--- config.mk ---
export PLATFORM = sky130hd
export DESIGN_NAME = rtc_startup
export DESIGN_NICKNAME = d
export VERILOG_FILES = /design/src/rtc_startup_pkg.sv /design/src/rtc_startup.sv
export VERILOG_INCLUDE_DIRS = /design/src
export SDC_FILE = /design/constraint.sdc
export NUM_CORES = 1
export LEC_CHECK = 0
export BUFFER_PORTS_ARGS = -buffer_cell sky130_fd_sc_hd__buf_2
export CORE_ASPECT_RATIO = 1.75
export CORE_MARGIN = 10
export CORE_UTILIZATION = 42
export DETAILED_ROUTE_END_ITERATION = 12
export GPL_ROUTABILITY_DRIVEN = 1
export PLACE_DENSITY = 0.76
export SLEW_MARGIN = 20
export SYNTH_ARGS = -nofsm -noshare
export SYNTH_HDL_FRONTEND = slang
export SYNTH_SLANG_ARGS = --single-unit
--- constraint.sdc ---
create_clock -name CLK -period 1.06 [get_ports CLK]
set_input_delay 0.212 -clock CLK [delete_from_list [all_inputs] [get_ports CLK]]
set_output_delay 0.212 -clock CLK [all_outputs]
set_load 0.05 [all_outputs]
--- src/rtc_startup_map.svh ---
// register map and field positions of the rtc start-up and interrupt enable block
// assumes apb byte addresses, one 8-bit register per aligned 32-bit word
`ifndef RTC_STARTUP_MAP_SVH
`define RTC_STARTUP_MAP_SVH
// ----------------------------------------------------------------------
// register indices; each register sits at four times its index
// ----------------------------------------------------------------------
`define REALTIME_MODE_OFFSET    8'h01
`define PERIODIC_FLAG_OFFSET    8'h03
`define INTR_ENABLE_1_OFFSET    8'h04
`define STATUS_OFFSET           8'h08
`define TEST_MODE_OFFSET        8'h1F
// ----------------------------------------------------------------------
// apb byte addresses
// ----------------------------------------------------------------------
`define REALTIME_MODE_ADDR      8'h04
`define PERIODIC_FLAG_ADDR      8'h0C
`define INTR_ENABLE_1_ADDR      8'h10
`define STATUS_ADDR             8'h20
`define TEST_MODE_ADDR          8'h7C
// ----------------------------------------------------------------------
// field positions
// ----------------------------------------------------------------------
`define TEST_ENTRY_BIT          7
`define OSC_FAIL_BIT            6
`define CLOCK_START_BIT         3
`define XTAL_SEL_HI             7
`define XTAL_SEL_LO             6
`define POWER_FAIL_EN_BIT       7
`define OSC_FAIL_DISABLE_BIT    0
// ----------------------------------------------------------------------
// reset values
// ----------------------------------------------------------------------
`define REG_RESET_VALUE         8'h00
`endif

--- src/rtc_startup_pkg.sv ---
// types shared by the rtc start-up block
// assumes the map header is included where offsets are needed
package rtc_startup_pkg;
    // crystal frequency selection, codes as held in the mode register
    typedef enum logic [1:0] {
        XTAL_32768_HZ   = 2'b00,
        XTAL_4194304_HZ = 2'b01,
        XTAL_4915200_HZ = 2'b10,
        XTAL_32000_HZ   = 2'b11
    } xtal_type;
    // supply operating mode
    typedef enum logic {
        MODE_SINGLE_SUPPLY  = 1'b0,
        MODE_BATTERY_BACKED = 1'b1
    } supply_type;
endpackage

--- src/rtc_startup.sv ---
// apb register slave for the rtc start-up, supply mode and interrupt enable bits
// assumes a single 25 MHz clock, synchronous inputs and an apb master; the analog
// oscillator reports its state on OSC_RUNNING
`timescale 1ns/1ps
`include "rtc_startup_map.svh"

module rtc_startup
    import rtc_startup_pkg::*;
(
    input  wire logic        CLK,
    input  wire logic        NRST,
    input  wire logic        PSEL,
    input  wire logic        PENABLE,
    input  wire logic        PWRITE,
    input  wire logic [7:0]  PADDR,
    input  wire logic [31:0] PWDATA,
    output logic      [31:0] PRDATA,
    output logic             PREADY,
    output logic             PSLVERR,
    input  wire logic        OSC_RUNNING,
    output logic             TEST_MODE,
    output logic             OSC_FAIL_DISABLE,
    output logic             CLOCK_RUN,
    output logic      [1:0]  XTAL_SELECT,
    output logic             BATTERY_BACKED,
    output logic             POWER_LOSS_INPUT_EN,
    output logic      [7:0]  INTR_ENABLE
);
    // ------------------------------------------------------------------
    // state
    // ------------------------------------------------------------------
    logic       test_mode;
    logic [7:0] test_reg;
    logic [7:0] mode_reg;
    logic [7:0] intr_enable_1;
    supply_type supply_mode;
    xtal_type   xtal_code;
    logic [31:0] rdata;
    logic        slverr;

    // ------------------------------------------------------------------
    // address mapping
    // ------------------------------------------------------------------
    // each register owns one aligned word at four times its index; index
    // bits above 5 cannot reach an 8-bit byte address and are dropped
    function automatic logic [7:0] reg_addr(input logic [7:0] index);
        return {index[5:0], 2'b00};
    endfunction

    // ------------------------------------------------------------------
    // bus decode
    // ------------------------------------------------------------------
    // zero wait states: the access phase completes in its first cycle
    wire access    = PSEL & PENABLE;
    wire wr        = access & PWRITE;
    wire hit_flag  = (PADDR == reg_addr(`PERIODIC_FLAG_OFFSET));
    wire hit_mode  = (PADDR == reg_addr(`REALTIME_MODE_OFFSET));
    wire hit_ie1   = (PADDR == reg_addr(`INTR_ENABLE_1_OFFSET));
    wire hit_test  = (PADDR == reg_addr(`TEST_MODE_OFFSET));
    wire hit_stat  = (PADDR == reg_addr(`STATUS_OFFSET));
    wire mapped    = hit_flag | hit_mode | hit_ie1 | hit_test | hit_stat;
    wire [7:0] wbyte = PWDATA[7:0];
    // oscillator fail disable lets test keep the flag clear with no crystal
    wire osc_fail  = ~OSC_RUNNING & ~test_reg[`OSC_FAIL_DISABLE_BIT];

    wire start_ok  = wbyte[`CLOCK_START_BIT] & ~osc_fail;
    wire [7:0] next_mode = {wbyte[7:4], start_ok, wbyte[2:0]};

    wire [7:0] flag_view = {test_mode, osc_fail, 6'h00};
    wire [7:0] stat_view = {6'h00, supply_mode, osc_fail};

    assign PREADY  = 1'b1;
    assign PRDATA  = rdata;
    assign PSLVERR = slverr;

    // read data mux, zero for unmapped addresses
    wire [7:0] read_byte = hit_flag ? flag_view :
                           hit_mode ? mode_reg :
                           hit_ie1  ? intr_enable_1 :
                           hit_test ? test_reg :
                           hit_stat ? stat_view : 8'h00;

    // ------------------------------------------------------------------
    // registers
    // ------------------------------------------------------------------
    // test mode entry and exit
    always_ff @(posedge CLK or negedge NRST) begin
        if (!NRST) begin
            test_mode <= 1'b0;
        end else if (wr && hit_flag) begin
            test_mode <= wbyte[`TEST_ENTRY_BIT];
        end
    end

    // zero write clears test conditions; only writable in test mode
    always_ff @(posedge CLK or negedge NRST) begin
        if (!NRST) begin
            test_reg <= `REG_RESET_VALUE;
        end else if (wr && hit_test && test_mode) begin
            test_reg <= wbyte;
        end
    end

    // crystal select and clock start stored here
    always_ff @(posedge CLK or negedge NRST) begin
        if (!NRST) begin
            mode_reg <= `REG_RESET_VALUE;
        end else if (wr && hit_mode) begin
            mode_reg <= next_mode;
        end else if (osc_fail) begin
            mode_reg[`CLOCK_START_BIT] <= 1'b0; // a failing oscillator stops the clock
        end
    end

    // battery backed entered only with oscillator good, then kept if it fails
    always_ff @(posedge CLK or negedge NRST) begin
        if (!NRST) begin
            supply_mode <= MODE_SINGLE_SUPPLY;
        end else if (wr && hit_flag) begin
            if (wbyte[`OSC_FAIL_BIT]) begin
                supply_mode <= MODE_SINGLE_SUPPLY;
            end else if (!osc_fail) begin
                supply_mode <= MODE_BATTERY_BACKED;
            end
        end
    end

    always_ff @(posedge CLK or negedge NRST) begin
        if (!NRST) begin
            intr_enable_1 <= `REG_RESET_VALUE;
        end else if (wr && hit_ie1) begin
            intr_enable_1 <= wbyte;
        end
    end

    always_ff @(posedge CLK or negedge NRST) begin
        if (!NRST) begin
            rdata  <= 32'h0000_0000;
            slverr <= 1'b0;
        end else if (PSEL && !PENABLE) begin
            rdata  <= {24'h000000, read_byte};
            slverr <= ~mapped;
        end
    end

    // ------------------------------------------------------------------
    // outputs
    // ------------------------------------------------------------------
    assign TEST_MODE           = test_mode;
    assign OSC_FAIL_DISABLE    = test_reg[`OSC_FAIL_DISABLE_BIT];
    assign CLOCK_RUN           = mode_reg[`CLOCK_START_BIT];
    // decoded crystal code, kept as the package enum for readability
    assign xtal_code           = xtal_type'(mode_reg[`XTAL_SEL_HI:`XTAL_SEL_LO]);
    assign XTAL_SELECT         = xtal_code;
    assign BATTERY_BACKED      = (supply_mode == MODE_BATTERY_BACKED);
    // power loss input armed by the top enable
    assign POWER_LOSS_INPUT_EN = intr_enable_1[`POWER_FAIL_EN_BIT];
    assign INTR_ENABLE         = intr_enable_1;

    // ------------------------------------------------------------------
    // checks
    // ------------------------------------------------------------------
    property p_test_entry;
        @(posedge CLK) disable iff (!NRST)
        (wr && hit_flag) |=> (test_mode == $past(wbyte[`TEST_ENTRY_BIT]));
    endproperty
    a_test_entry: assert property (p_test_entry)
        else $error("test mode does not follow flag bit 7");

    property p_test_clear;
        @(posedge CLK) disable iff (!NRST)
        (wr && hit_test && test_mode && wbyte == 8'h00) |=> !OSC_FAIL_DISABLE;
    endproperty
    a_test_clear: assert property (p_test_clear)
        else $error("zero write did not clear test conditions");

    property p_xtal;
        @(posedge CLK) disable iff (!NRST)
        (wr && hit_mode) |=> (XTAL_SELECT == $past(wbyte[7:6]));
    endproperty
    a_xtal: assert property (p_xtal)
        else $error("crystal select not stored");

    property p_start;
        @(posedge CLK) disable iff (!NRST)
        (wr && hit_mode && osc_fail) |=> !CLOCK_RUN;
    endproperty
    a_start: assert property (p_start)
        else $error("clock started with oscillator stopped");

    property p_osc_read;
        @(posedge CLK) disable iff (!NRST)
        (PSEL && !PENABLE && hit_flag) |=> (PRDATA[6] == $past(osc_fail));
    endproperty
    a_osc_read: assert property (p_osc_read)
        else $error("flag bit 6 does not show oscillator state");

    property p_single;
        @(posedge CLK) disable iff (!NRST)
        (wr && hit_flag && wbyte[6]) |=> !BATTERY_BACKED;
    endproperty
    a_single: assert property (p_single)
        else $error("one write did not select single supply");

    property p_batt_gate;
        @(posedge CLK) disable iff (!NRST)
        (wr && hit_flag && !wbyte[6] && osc_fail) |=> $stable(BATTERY_BACKED);
    endproperty
    a_batt_gate: assert property (p_batt_gate)
        else $error("battery mode changed while oscillator failed");

    property p_power_loss_input;
        @(posedge CLK) disable iff (!NRST)
        (wr && hit_ie1) |=> (POWER_LOSS_INPUT_EN == $past(wbyte[7]));
    endproperty
    a_power_loss_input: assert property (p_power_loss_input)
        else $error("power loss input enable not bit 7");

    property p_ready;
        @(posedge CLK) disable iff (!NRST)
        (PSEL && !PENABLE) |=> (PREADY && (PSLVERR == !$past(mapped)));
    endproperty
    a_ready: assert property (p_ready)
        else $error("access answer or error flag wrong");

    property p_unmapped_zero;
        @(posedge CLK) disable iff (!NRST)
        (PSEL && !PENABLE && !mapped) |=> (PRDATA == 32'h0000_0000);
    endproperty
    a_unmapped_zero: assert property (p_unmapped_zero)
        else $error("unmapped read returned data");

    property p_test_locked;
        @(posedge CLK) disable iff (!NRST)
        (wr && hit_test && !test_mode) |=> $stable(test_reg);
    endproperty
    a_test_locked: assert property (p_test_locked)
        else $error("test register written outside test mode");

    property p_start_ok;
        @(posedge CLK) disable iff (!NRST)
        (wr && hit_mode && wbyte[`CLOCK_START_BIT] && !osc_fail) |=> CLOCK_RUN;
    endproperty
    a_start_ok: assert property (p_start_ok)
        else $error("clock start refused with oscillator running");

    // a failing oscillator must stop the clock by the next edge, written or not
    property p_run_drop;
        @(posedge CLK) disable iff (!NRST)
        osc_fail |=> !CLOCK_RUN;
    endproperty
    a_run_drop: assert property (p_run_drop)
        else $error("clock kept running with oscillator failed");

    property p_test_read;
        @(posedge CLK) disable iff (!NRST)
        (PSEL && !PENABLE && hit_flag) |=> (PRDATA[7] == $past(test_mode));
    endproperty
    a_test_read: assert property (p_test_read)
        else $error("flag bit 7 does not show test mode");

    property p_status_read;
        @(posedge CLK) disable iff (!NRST)
        (PSEL && !PENABLE && hit_stat) |=>
            (PRDATA[1:0] == {$past(BATTERY_BACKED), $past(osc_fail)});
    endproperty
    a_status_read: assert property (p_status_read)
        else $error("status read does not show supply and oscillator");

    property p_batt_enter;
        @(posedge CLK) disable iff (!NRST)
        (wr && hit_flag && !wbyte[`OSC_FAIL_BIT] && !osc_fail) |=> BATTERY_BACKED;
    endproperty
    a_batt_enter: assert property (p_batt_enter)
        else $error("battery mode not entered with oscillator good");

    property p_ie_store;
        @(posedge CLK) disable iff (!NRST)
        (wr && hit_ie1) |=> (INTR_ENABLE == $past(wbyte));
    endproperty
    a_ie_store: assert property (p_ie_store)
        else $error("interrupt enables not stored");
endmodule

==> results.md, run 1 <==
| Step | Quantity | This run |
|---|---|---|
| run status | Run status | complete, but fails checks |
| run status | Violated checks | setup timing |
| yosys | Number of instances in the synthesized netlist | 190 |
| critical path | Cell class contributing the biggest share of worst-path delay | simple AND/OR/NAND/NOR gates |
| clock tree | Clock transition at the registers of the reported paths | 70 ps |
| clock tree | Cts bufs inserted | 5 |
| sta | Post-route setup slack | -247 ps |
| yosys | Cell type with the largest total area after synthesis | sky130_fd_sc_hd__dfrtp_1 |
| critical path | Worst path max stage delay | 400 ps |
| drt | Total length of routed wires | 6.63 mm |
| drt | Number of vias in the routed layout | 1847 |
| critical path | CP bufs+invs | 1 |
| sta | Setup repair after global routing missed its margin | true |
| placement | Worst slack after detailed placement | -541 ps |
| sta | Final Skew | 8.95 ps |
| drt | Remaining antenna violation count | 0 |
| cells and area | Total inserted antenna cells | 0 |
| pwr | Overall power of the completed layout | 3.28 mW |
| sta | Final period util | 123% |
| yosys | Most area-consuming cells after synthesis | sky130_fd_sc_hd__dfrtp_1, sky130_fd_sc_hd__mux2_4, sky130_fd_sc_hd__buf_4 |
| clock tree | Clock sinks | 35 |
| critical path | Endpoint class of the critical path | register |
| clock tree | Maximum count of clock buffers along a single path | 2 |
| placement | Global placement routability congestion | 0.839 |
| yosys | Post-synthesis async set-or-reset flop share | 100% |
| floorplan | Num rows | 33 |
| yosys | Number of enable-type register cells in the synthesized netlist | 0 |
| floorplan | Area of the die | 8060 um^2 |
| placement | DP Area | 2420 um^2 |
| pwr | Pwr per Cell Area | 1050 nW/um^2 |
| grt | Maximum number of pins on one net before global-route repair | 20 |
| floorplan | Area of the core | 4670 um^2 |
| drt | Mean routed wirelength per cell | 19.3 um |
| drt | Total iterations of the first detailed-routing run | 6 |
| placement | Final HPWL DP | 4.45 mm |
| flow run | Maximum capacitance violations | 0 |
| cells and area | Fill count | 344 |
| yosys | Sequential element share of the synthesized area | 43.6% |
| critical path | Critical-path cell with the highest stage delay | sky130_fd_sc_hd__or3_4 |
| sta | Min cycle time layout | 1310 ps |
| grt | Initial antenna violation count | 0 |
| pwr | Worst ir drop on vdd | 0.00111 V |
| clock tree | Clock tree from TritonCTS | yes |
| critical path | CP Class | primary input to register |
| placement | Count of input and output buffers | 45 |
| floorplan | Width of the die | 72.3 um |
| drt | Starting DRT DRC Count | 92 |
| cells and area | Finished layout cell area | 3130 um^2 |
| cells and area | Ratio of cells with drive above 1 in the final layout | 56.7% |
| clock tree | Clock latency at the later pin of the worst-skew pair | 300 ps |
| grt | Total track usage | 14.9% |
| grt | Global-route wire length before repair | 9.69 mm |
| critical path | Series of cell instances along the critical path | buf_8 > or3_4 > nor3_4 > nand2_4 > mux2_4 |
| clock tree | H-tree levels | 2 |
| sta | Pins Over Slew Limit | 0 |
| sta | Peak Freq | 765 MHz |
| drt | Number of design rule violations left after detail routing | 0 |
| critical path | CP Data Arrival Time | 1480 ps |
| sta | Final count of hold timing violations | 0 |
| yosys | Count of yosys warnings during synthesis | 0 |
| sta | Setup violations, final | 52 |
| pwr | Leakage power figure | 1.60 nW |
| floorplan | Initial cell density of the core | 43.0% |
| floorplan | I/O Pins | 95 |
| cells and area | Area Growth Syn to Fin | 55.8% |
| yosys | Top-area cell type share of the netlist area | 43.6% |
| yosys | Count of state elements after synthesis | 35 |
| grt | Gr ovfl total | 0 |
| yosys | Post-synthesis average cell area | 10.6 um^2 |
| critical path | Maximum fanout encountered on the critical timing path | 8 |
| clock tree | CTS root buffer | sky130_fd_sc_hd__clkbuf_8 |
| critical path | Startpoint class of the critical path | primary input |
| drt | Routed vias/inst | 5.38 |
| critical path | CP Data Required Time | 1240 ps |
| cells and area | Layout net count | 336 |
| worst hold path | Path category of the worst min-delay check | primary input to register |
| grt | Number of global-route vias before repair | 1922 |
| floorplan | Die height | 111 um |
| yosys | Top_reg_cell synth | sky130_fd_sc_hd__dfrtp_1 |
| sta | Setup_tns | -6070 ps |
| yosys | Post-Syn Area | 2010 um^2 |
| yosys | Count of unique library cells instantiated by Yosys | 42 |
-- through the flow --
stage / std cells / hold WS, ps / utilization (%)
3_3_place_gp: 306 / 114 / 51.9
6_report: 343 / 158 / 67.1
3_5_place_dp: 306 / 118 / 51.9
2_1_floorplan: 213 / -83.6 / -
4_1_cts: 336 / 167 / 62.6
5_1_grt: 343 / 165 / 67.1
-- synth_stat cells (2+ instances only) --
cell	count
sky130_fd_sc_hd__a21oi_1	4
sky130_fd_sc_hd__inv_1	9
sky130_fd_sc_hd__nor2_1	13
sky130_fd_sc_hd__mux2_2	2
sky130_fd_sc_hd__mux2_4	16
sky130_fd_sc_hd__o22ai_1	4
sky130_fd_sc_hd__and4_1	2
sky130_fd_sc_hd__and3_1	3
sky130_fd_sc_hd__clkbuf_1	5
sky130_fd_sc_hd__o21ai_0	9
sky130_fd_sc_hd__or3_4	2
sky130_fd_sc_hd__o2bb2ai_1	2
sky130_fd_sc_hd__nor4_1	2
sky130_fd_sc_hd__dfrtp_1	35
sky130_fd_sc_hd__nand2b_1	3
sky130_fd_sc_hd__o21ai_1	5
sky130_fd_sc_hd__conb_1	2
sky130_fd_sc_hd__buf_4	28
sky130_fd_sc_hd__a22oi_1	2
sky130_fd_sc_hd__a21o_1	4
sky130_fd_sc_hd__o2111ai_1	2
sky130_fd_sc_hd__nand2_1	6
sky130_fd_sc_hd__buf_2	2
sky130_fd_sc_hd__a221oi_1	6
sky130_fd_sc_hd__nor3_1	5
-- layout by cell type (no fill, tap or decap), drive strengths merged --
cell type / n
nand3: 1
a31oi: 1
dfrtp: 35
mux2: 19
and4: 2
a21oi: 4
nand2: 7
nor4: 2
a22oi: 2
nor2b: 1
o22a: 1
a221oi: 6
and3: 3
nand2b: 3
nor2: 13
nor4b: 1
dlygate4sd3: 1
o31ai: 1
clkinvlp: 1
nand4: 1
buf: 104
o21ai: 14
o21a: 1
o2bb2ai: 2
nor3: 7
and2: 1
or3: 3
inv: 9
clkbuf: 7
clkinv: 1
conb: 25
o2111ai: 2
a21o: 4
mux2i: 1
and4b: 1
o22ai: 4
-- per-layer routing --
| layer | vias up | part of all wire [%] | global-route usage [%] |
|---|---|---|---|
| met1 | 906 | 37 | 15.7 |
| met2 | 94 | 51 | 24.3 |
| met5 | - | 0 | 0 |
| met4 | 0 | 3.9 | 8.56 |
| met3 | 24 | 8.4 | 5.69 |
| li1 | 823 | - | - |
-- cells by family (layout without fill, tap and decap cells) --
group	count (synthesis)	after routing	synth area share (%)
simple gates	46	46	13.9
buf+inv	45	123	14.1
compound gates	42	42	13.8
flops	35	35	43.6
mux	20	20	14.1
other cells	2	25	0.374
-- repair_timing --
action,CTS,global route
pin swaps,7,19
endpoints found under the setup margin,57,58
setup buffers,21,7
hold buffers,1,0
endpoints found under the hold margin,10,0
gates resized for setup,75,30
gates cloned,0,1
-- worst register-to-register path, cell delays in order, from the launching register on --
cell and delay, ps:
sky130_fd_sc_hd__dfrtp_2 410, sky130_fd_sc_hd__and3_4 190, sky130_fd_sc_hd__buf_12 150, sky130_fd_sc_hd__mux2_4 310
-- cell type report --
| type | count | area [um^2] | area share, % |
|---|---|---|---|
| inverter | 9 | 33.8 | 1.08 |
| sequential | 35 | 878 | 28.1 |
| clock buffer | 6 | 72.6 | 2.32 |
| timing repair buffer | 106 | 998 | 31.9 |
| clock inverter | 2 | 12.5 | 0.400 |
| tap | 52 | 65.1 | 2.08 |
| multi-input combinational | 133 | 1070 | 34.1 |
-- where the power goes --
group | total (mW) | internal (mW) | switching [mW]
registers | 1.42 | 1.38 | 0.0369
logic | 0.888 | 0.302 | 0.586
clock network | 0.970 | 0.459 | 0.510
-- path summary, 6_finish.rpt --
| kind | to | cells after the start | slack (ps) | startpoint |
|---|---|---|---|---|
| worst max-delay path | INTR_ENABLE[5] | 5 | -250 | PADDR[5] |
| worst min-delay path | mode_reg[5] | 3 | 160 | PWDATA[5] |
| min in group asynchronous | INTR_ENABLE[6] | 2 | 330 | NRST |
| worst max register to register | test_reg[5] | 3 | -110 | TEST_MODE |
| max in group asynchronous | test_reg[0] | 3 | 310 | NRST |
| worst min register to register | mode_reg[2] | 2 | 530 | mode_reg[2] |
Note: power is estimated with default switching activity, not from simulation.
==> run 2, diff against run 1 <==
--- a/config.mk
+++ b/config.mk
@@ -13,6 +13,7 @@
 export DETAILED_ROUTE_END_ITERATION = 12
 export GPL_ROUTABILITY_DRIVEN = 1
 export PLACE_DENSITY = 0.76
+export SKIP_CTS_REPAIR_TIMING = 1
 export SLEW_MARGIN = 20
 export SYNTH_ARGS = -nofsm -noshare
 export SYNTH_HDL_FRONTEND = slang
==> constraint.sdc (replaced) <==
create_clock -name CLK -period 1.06 [get_ports CLK]
set_input_delay 0.159 -clock CLK [delete_from_list [all_inputs] [get_ports CLK]]
set_output_delay 0.159 -clock CLK [all_outputs]
set_load 0.05 [all_outputs]
==> run 2 against run 1 <==
  * The run still ends with setup timing left
  * Global-route usage fell by 1.7 points
  * Highest routed layer unchanged
  * Non-clock buffer count fell by 19
  * Setup slack improved by 53 ps
  * Utilization fell by 6.7 points
  * Die area did not move
  * Cell count fell by 5.5%
  * Maximum frequency rose by 4.2%
==> results.md, run 2 (synthesis results as in run 1) <==
| Step | Quantity | This run |
|---|---|---|
| critical path | CP Data Required Time | 1240 ps |
| run status | Run status | complete, but fails checks |
| worst hold path | WHS Path Cells | 3 |
| clock tree | Cts bufs inserted | 5 |
| run status | Violated checks | setup timing |
| clock tree | Maximum count of clock buffers along a single path | 2 |
| grt | Gr ovfl total | 0 |
| grt | Total track usage | 13.2% |
| sta | Min cycle time layout | 1250 ps |
| cells and area | Area Growth Syn to Fin | 40.2% |
| drt | Routed vias/inst | 5.18 |
| critical path | Startpoint class of the critical path | primary input |
| drt | Number of vias in the routed layout | 1679 |
| drt | Met3 routed wirelength | 486 um |
| drt | Routed metal-1 wirelength | 2.12 mm |
| grt | Maximum number of pins on one net before global-route repair | 36 |
| drt | Sum of met2 wire segment lengths after detailed routing | 2.99 mm |
| placement | Final HPWL DP | 4.37 mm |
| critical path | Worst path max stage delay | 350 ps |
| cells and area | Most common cell after layout, fill and taps aside | sky130_fd_sc_hd__buf_4 |
| floorplan | Die height | 111 um |
| sta | Final period util | 118% |
| sta | Final Skew | 7.13 ps |
| floorplan | I/O Pins | 95 |
| sta | Peak Freq | 797 MHz |
| sta | Final count of hold timing violations | 0 |
| placement | Total placed cells including tap cells | 307 |
| placement | Count of input and output buffers | 45 |
| grt | Initial antenna violation count | 0 |
| cells and area | Finished layout cell area | 2820 um^2 |
| sta | Setup repair after global routing missed its margin | true |
| clock tree | Clock latency at the later pin of the worst-skew pair | 290 ps |
| sta | Setup violations, final | 35 |
| critical path | CP Class | primary input to register |
| pwr | Pwr per Cell Area | 1120 nW/um^2 |
| cells and area | Total inserted antenna cells | 0 |
| sta | Pins Over Slew Limit | 0 |
| drt | Remaining antenna violation count | 0 |
| grt | Global-route wire length before repair | 8.55 mm |
| pwr | Leakage power figure | 1.44 nW |
| cells and area | Layout net count | 317 |
| critical path | Length in cells of the worst reg-to-reg path | 3 |
| critical path | Maximum fanout encountered on the critical timing path | 4 |
| clock tree | Clock transition at the registers of the reported paths | 70 ps |
| cells and area | Ratio of cells with drive above 1 in the final layout | 49.6% |
| floorplan | Num rows | 33 |
| critical path | Register-to-register setup slack | -70 ps |
| drt | Top Metal Used | met4 |
| drt | Total length of routed wires | 5.74 mm |
| critical path | CP Data Arrival Time | 1430 ps |
| placement | DP Area | 2420 um^2 |
| sta | Post-route setup slack | -194 ps |
| clock tree | Clock sinks | 35 |
| pwr | Worst ir drop on vdd | 0.00103 V |
| cells and area | Core Util, Final | 60.3% |
| drt | Starting DRT DRC Count | 104 |
| critical path | Critical-path cell with the highest stage delay | sky130_fd_sc_hd__nor4b_4 |
| floorplan | Width of the die | 72.3 um |
| cells and area | Cell Count, Final, Fillers Out | 324 |
| floorplan | Area of the core | 4670 um^2 |
| critical path | Series of cell instances along the critical path | buf_8 > nor4b_4 > and2_4 > and3_4 > buf_6 > mux2_4 |
| cells and area | Most used cells in the layout excluding fill and tap cells | sky130_fd_sc_hd__buf_4, sky130_fd_sc_hd__dfrtp_1, sky130_fd_sc_hd__conb_1, sky130_fd_sc_hd__buf_6, sky130_fd_sc_hd__buf_2 |
| clock tree | CTS root buffer | sky130_fd_sc_hd__clkbuf_8 |
| worst hold path | Path category of the worst min-delay check | primary input to register |
| grt | Number of global-route vias before repair | 1737 |
| floorplan | Initial cell density of the core | 43.0% |
| drt | Number of design rule violations left after detail routing | 0 |
| drt | Total iterations of the first detailed-routing run | 4 |
| placement | Global placement routability congestion | 0.853 |
| clock tree | Clock tree from TritonCTS | yes |
| flow run | Maximum capacitance violations | 0 |
| drt | Mean routed wirelength per cell | 17.7 um |
| floorplan | Area of the die | 8060 um^2 |
| clock tree | H-tree levels | 2 |
| critical path | Endpoint class of the critical path | register |
run 2: per-layer routing:
layer	up-vias	GRT usage (%)
met4	0	6.36
met2	72	22.7
met3	12	4.89
li1	786	-
met1	809	13.5
met5	-	0
run 2: path summary, 6_finish.rpt:
kind,from,end
setup / recovery,PADDR[7],test_reg[7]
hold / removal,PWDATA[4],mode_reg[4]
setup reg to reg,TEST_MODE,test_reg[0]
hold reg to reg,mode_reg[4],mode_reg[4]
max in group asynchronous,NRST,test_reg[0]
min in group asynchronous,NRST,PRDATA[4]
run 2: metrics by stage:
step	total power, mW	hold slack, ps	TNS, ps	worst slack [ps]
final	3.15	124	-3960	-194
after global routing	3.28	134	-5540	-238
after CTS	3.10	-184	-6170	-204
after detailed placement	2.17	131	-15150	-516
after global placement	2.15	127	-14550	-508
after floorplan	1.98	-137	-7120	-381
run 2: where the power goes:
part / leakage (nW) / total, mW / switching [mW] / internal, mW
clock: 0.0412 / 0.929 / 0.470 / 0.459
sequential: 0.439 / 1.42 / 0.0343 / 1.38
combinational: 0.961 / 0.805 / 0.563 / 0.243
total: 1.44 / 3.15 / 1.07 / 2.08
run 2: worst max-delay path, delay by kind of cell:
family,cells,cell delay [ps]
AND/OR/NAND/NOR,3,740
multiplexers,1,300
buffers and inverters,2,230
run 2: area by class of cell:
| type | count | area, um^2 |
|---|---|---|
| flip-flops and latches | 35 | 878 |
| inverters | 9 | 33.8 |
| clock inverters | 2 | 12.5 |
| fillers | 391 | 1850 |
| multi-input cells | 133 | 1010 |
| repair buffers | 87 | 741 |
| clock buffers | 6 | 72.6 |
| well taps | 52 | 65.1 |
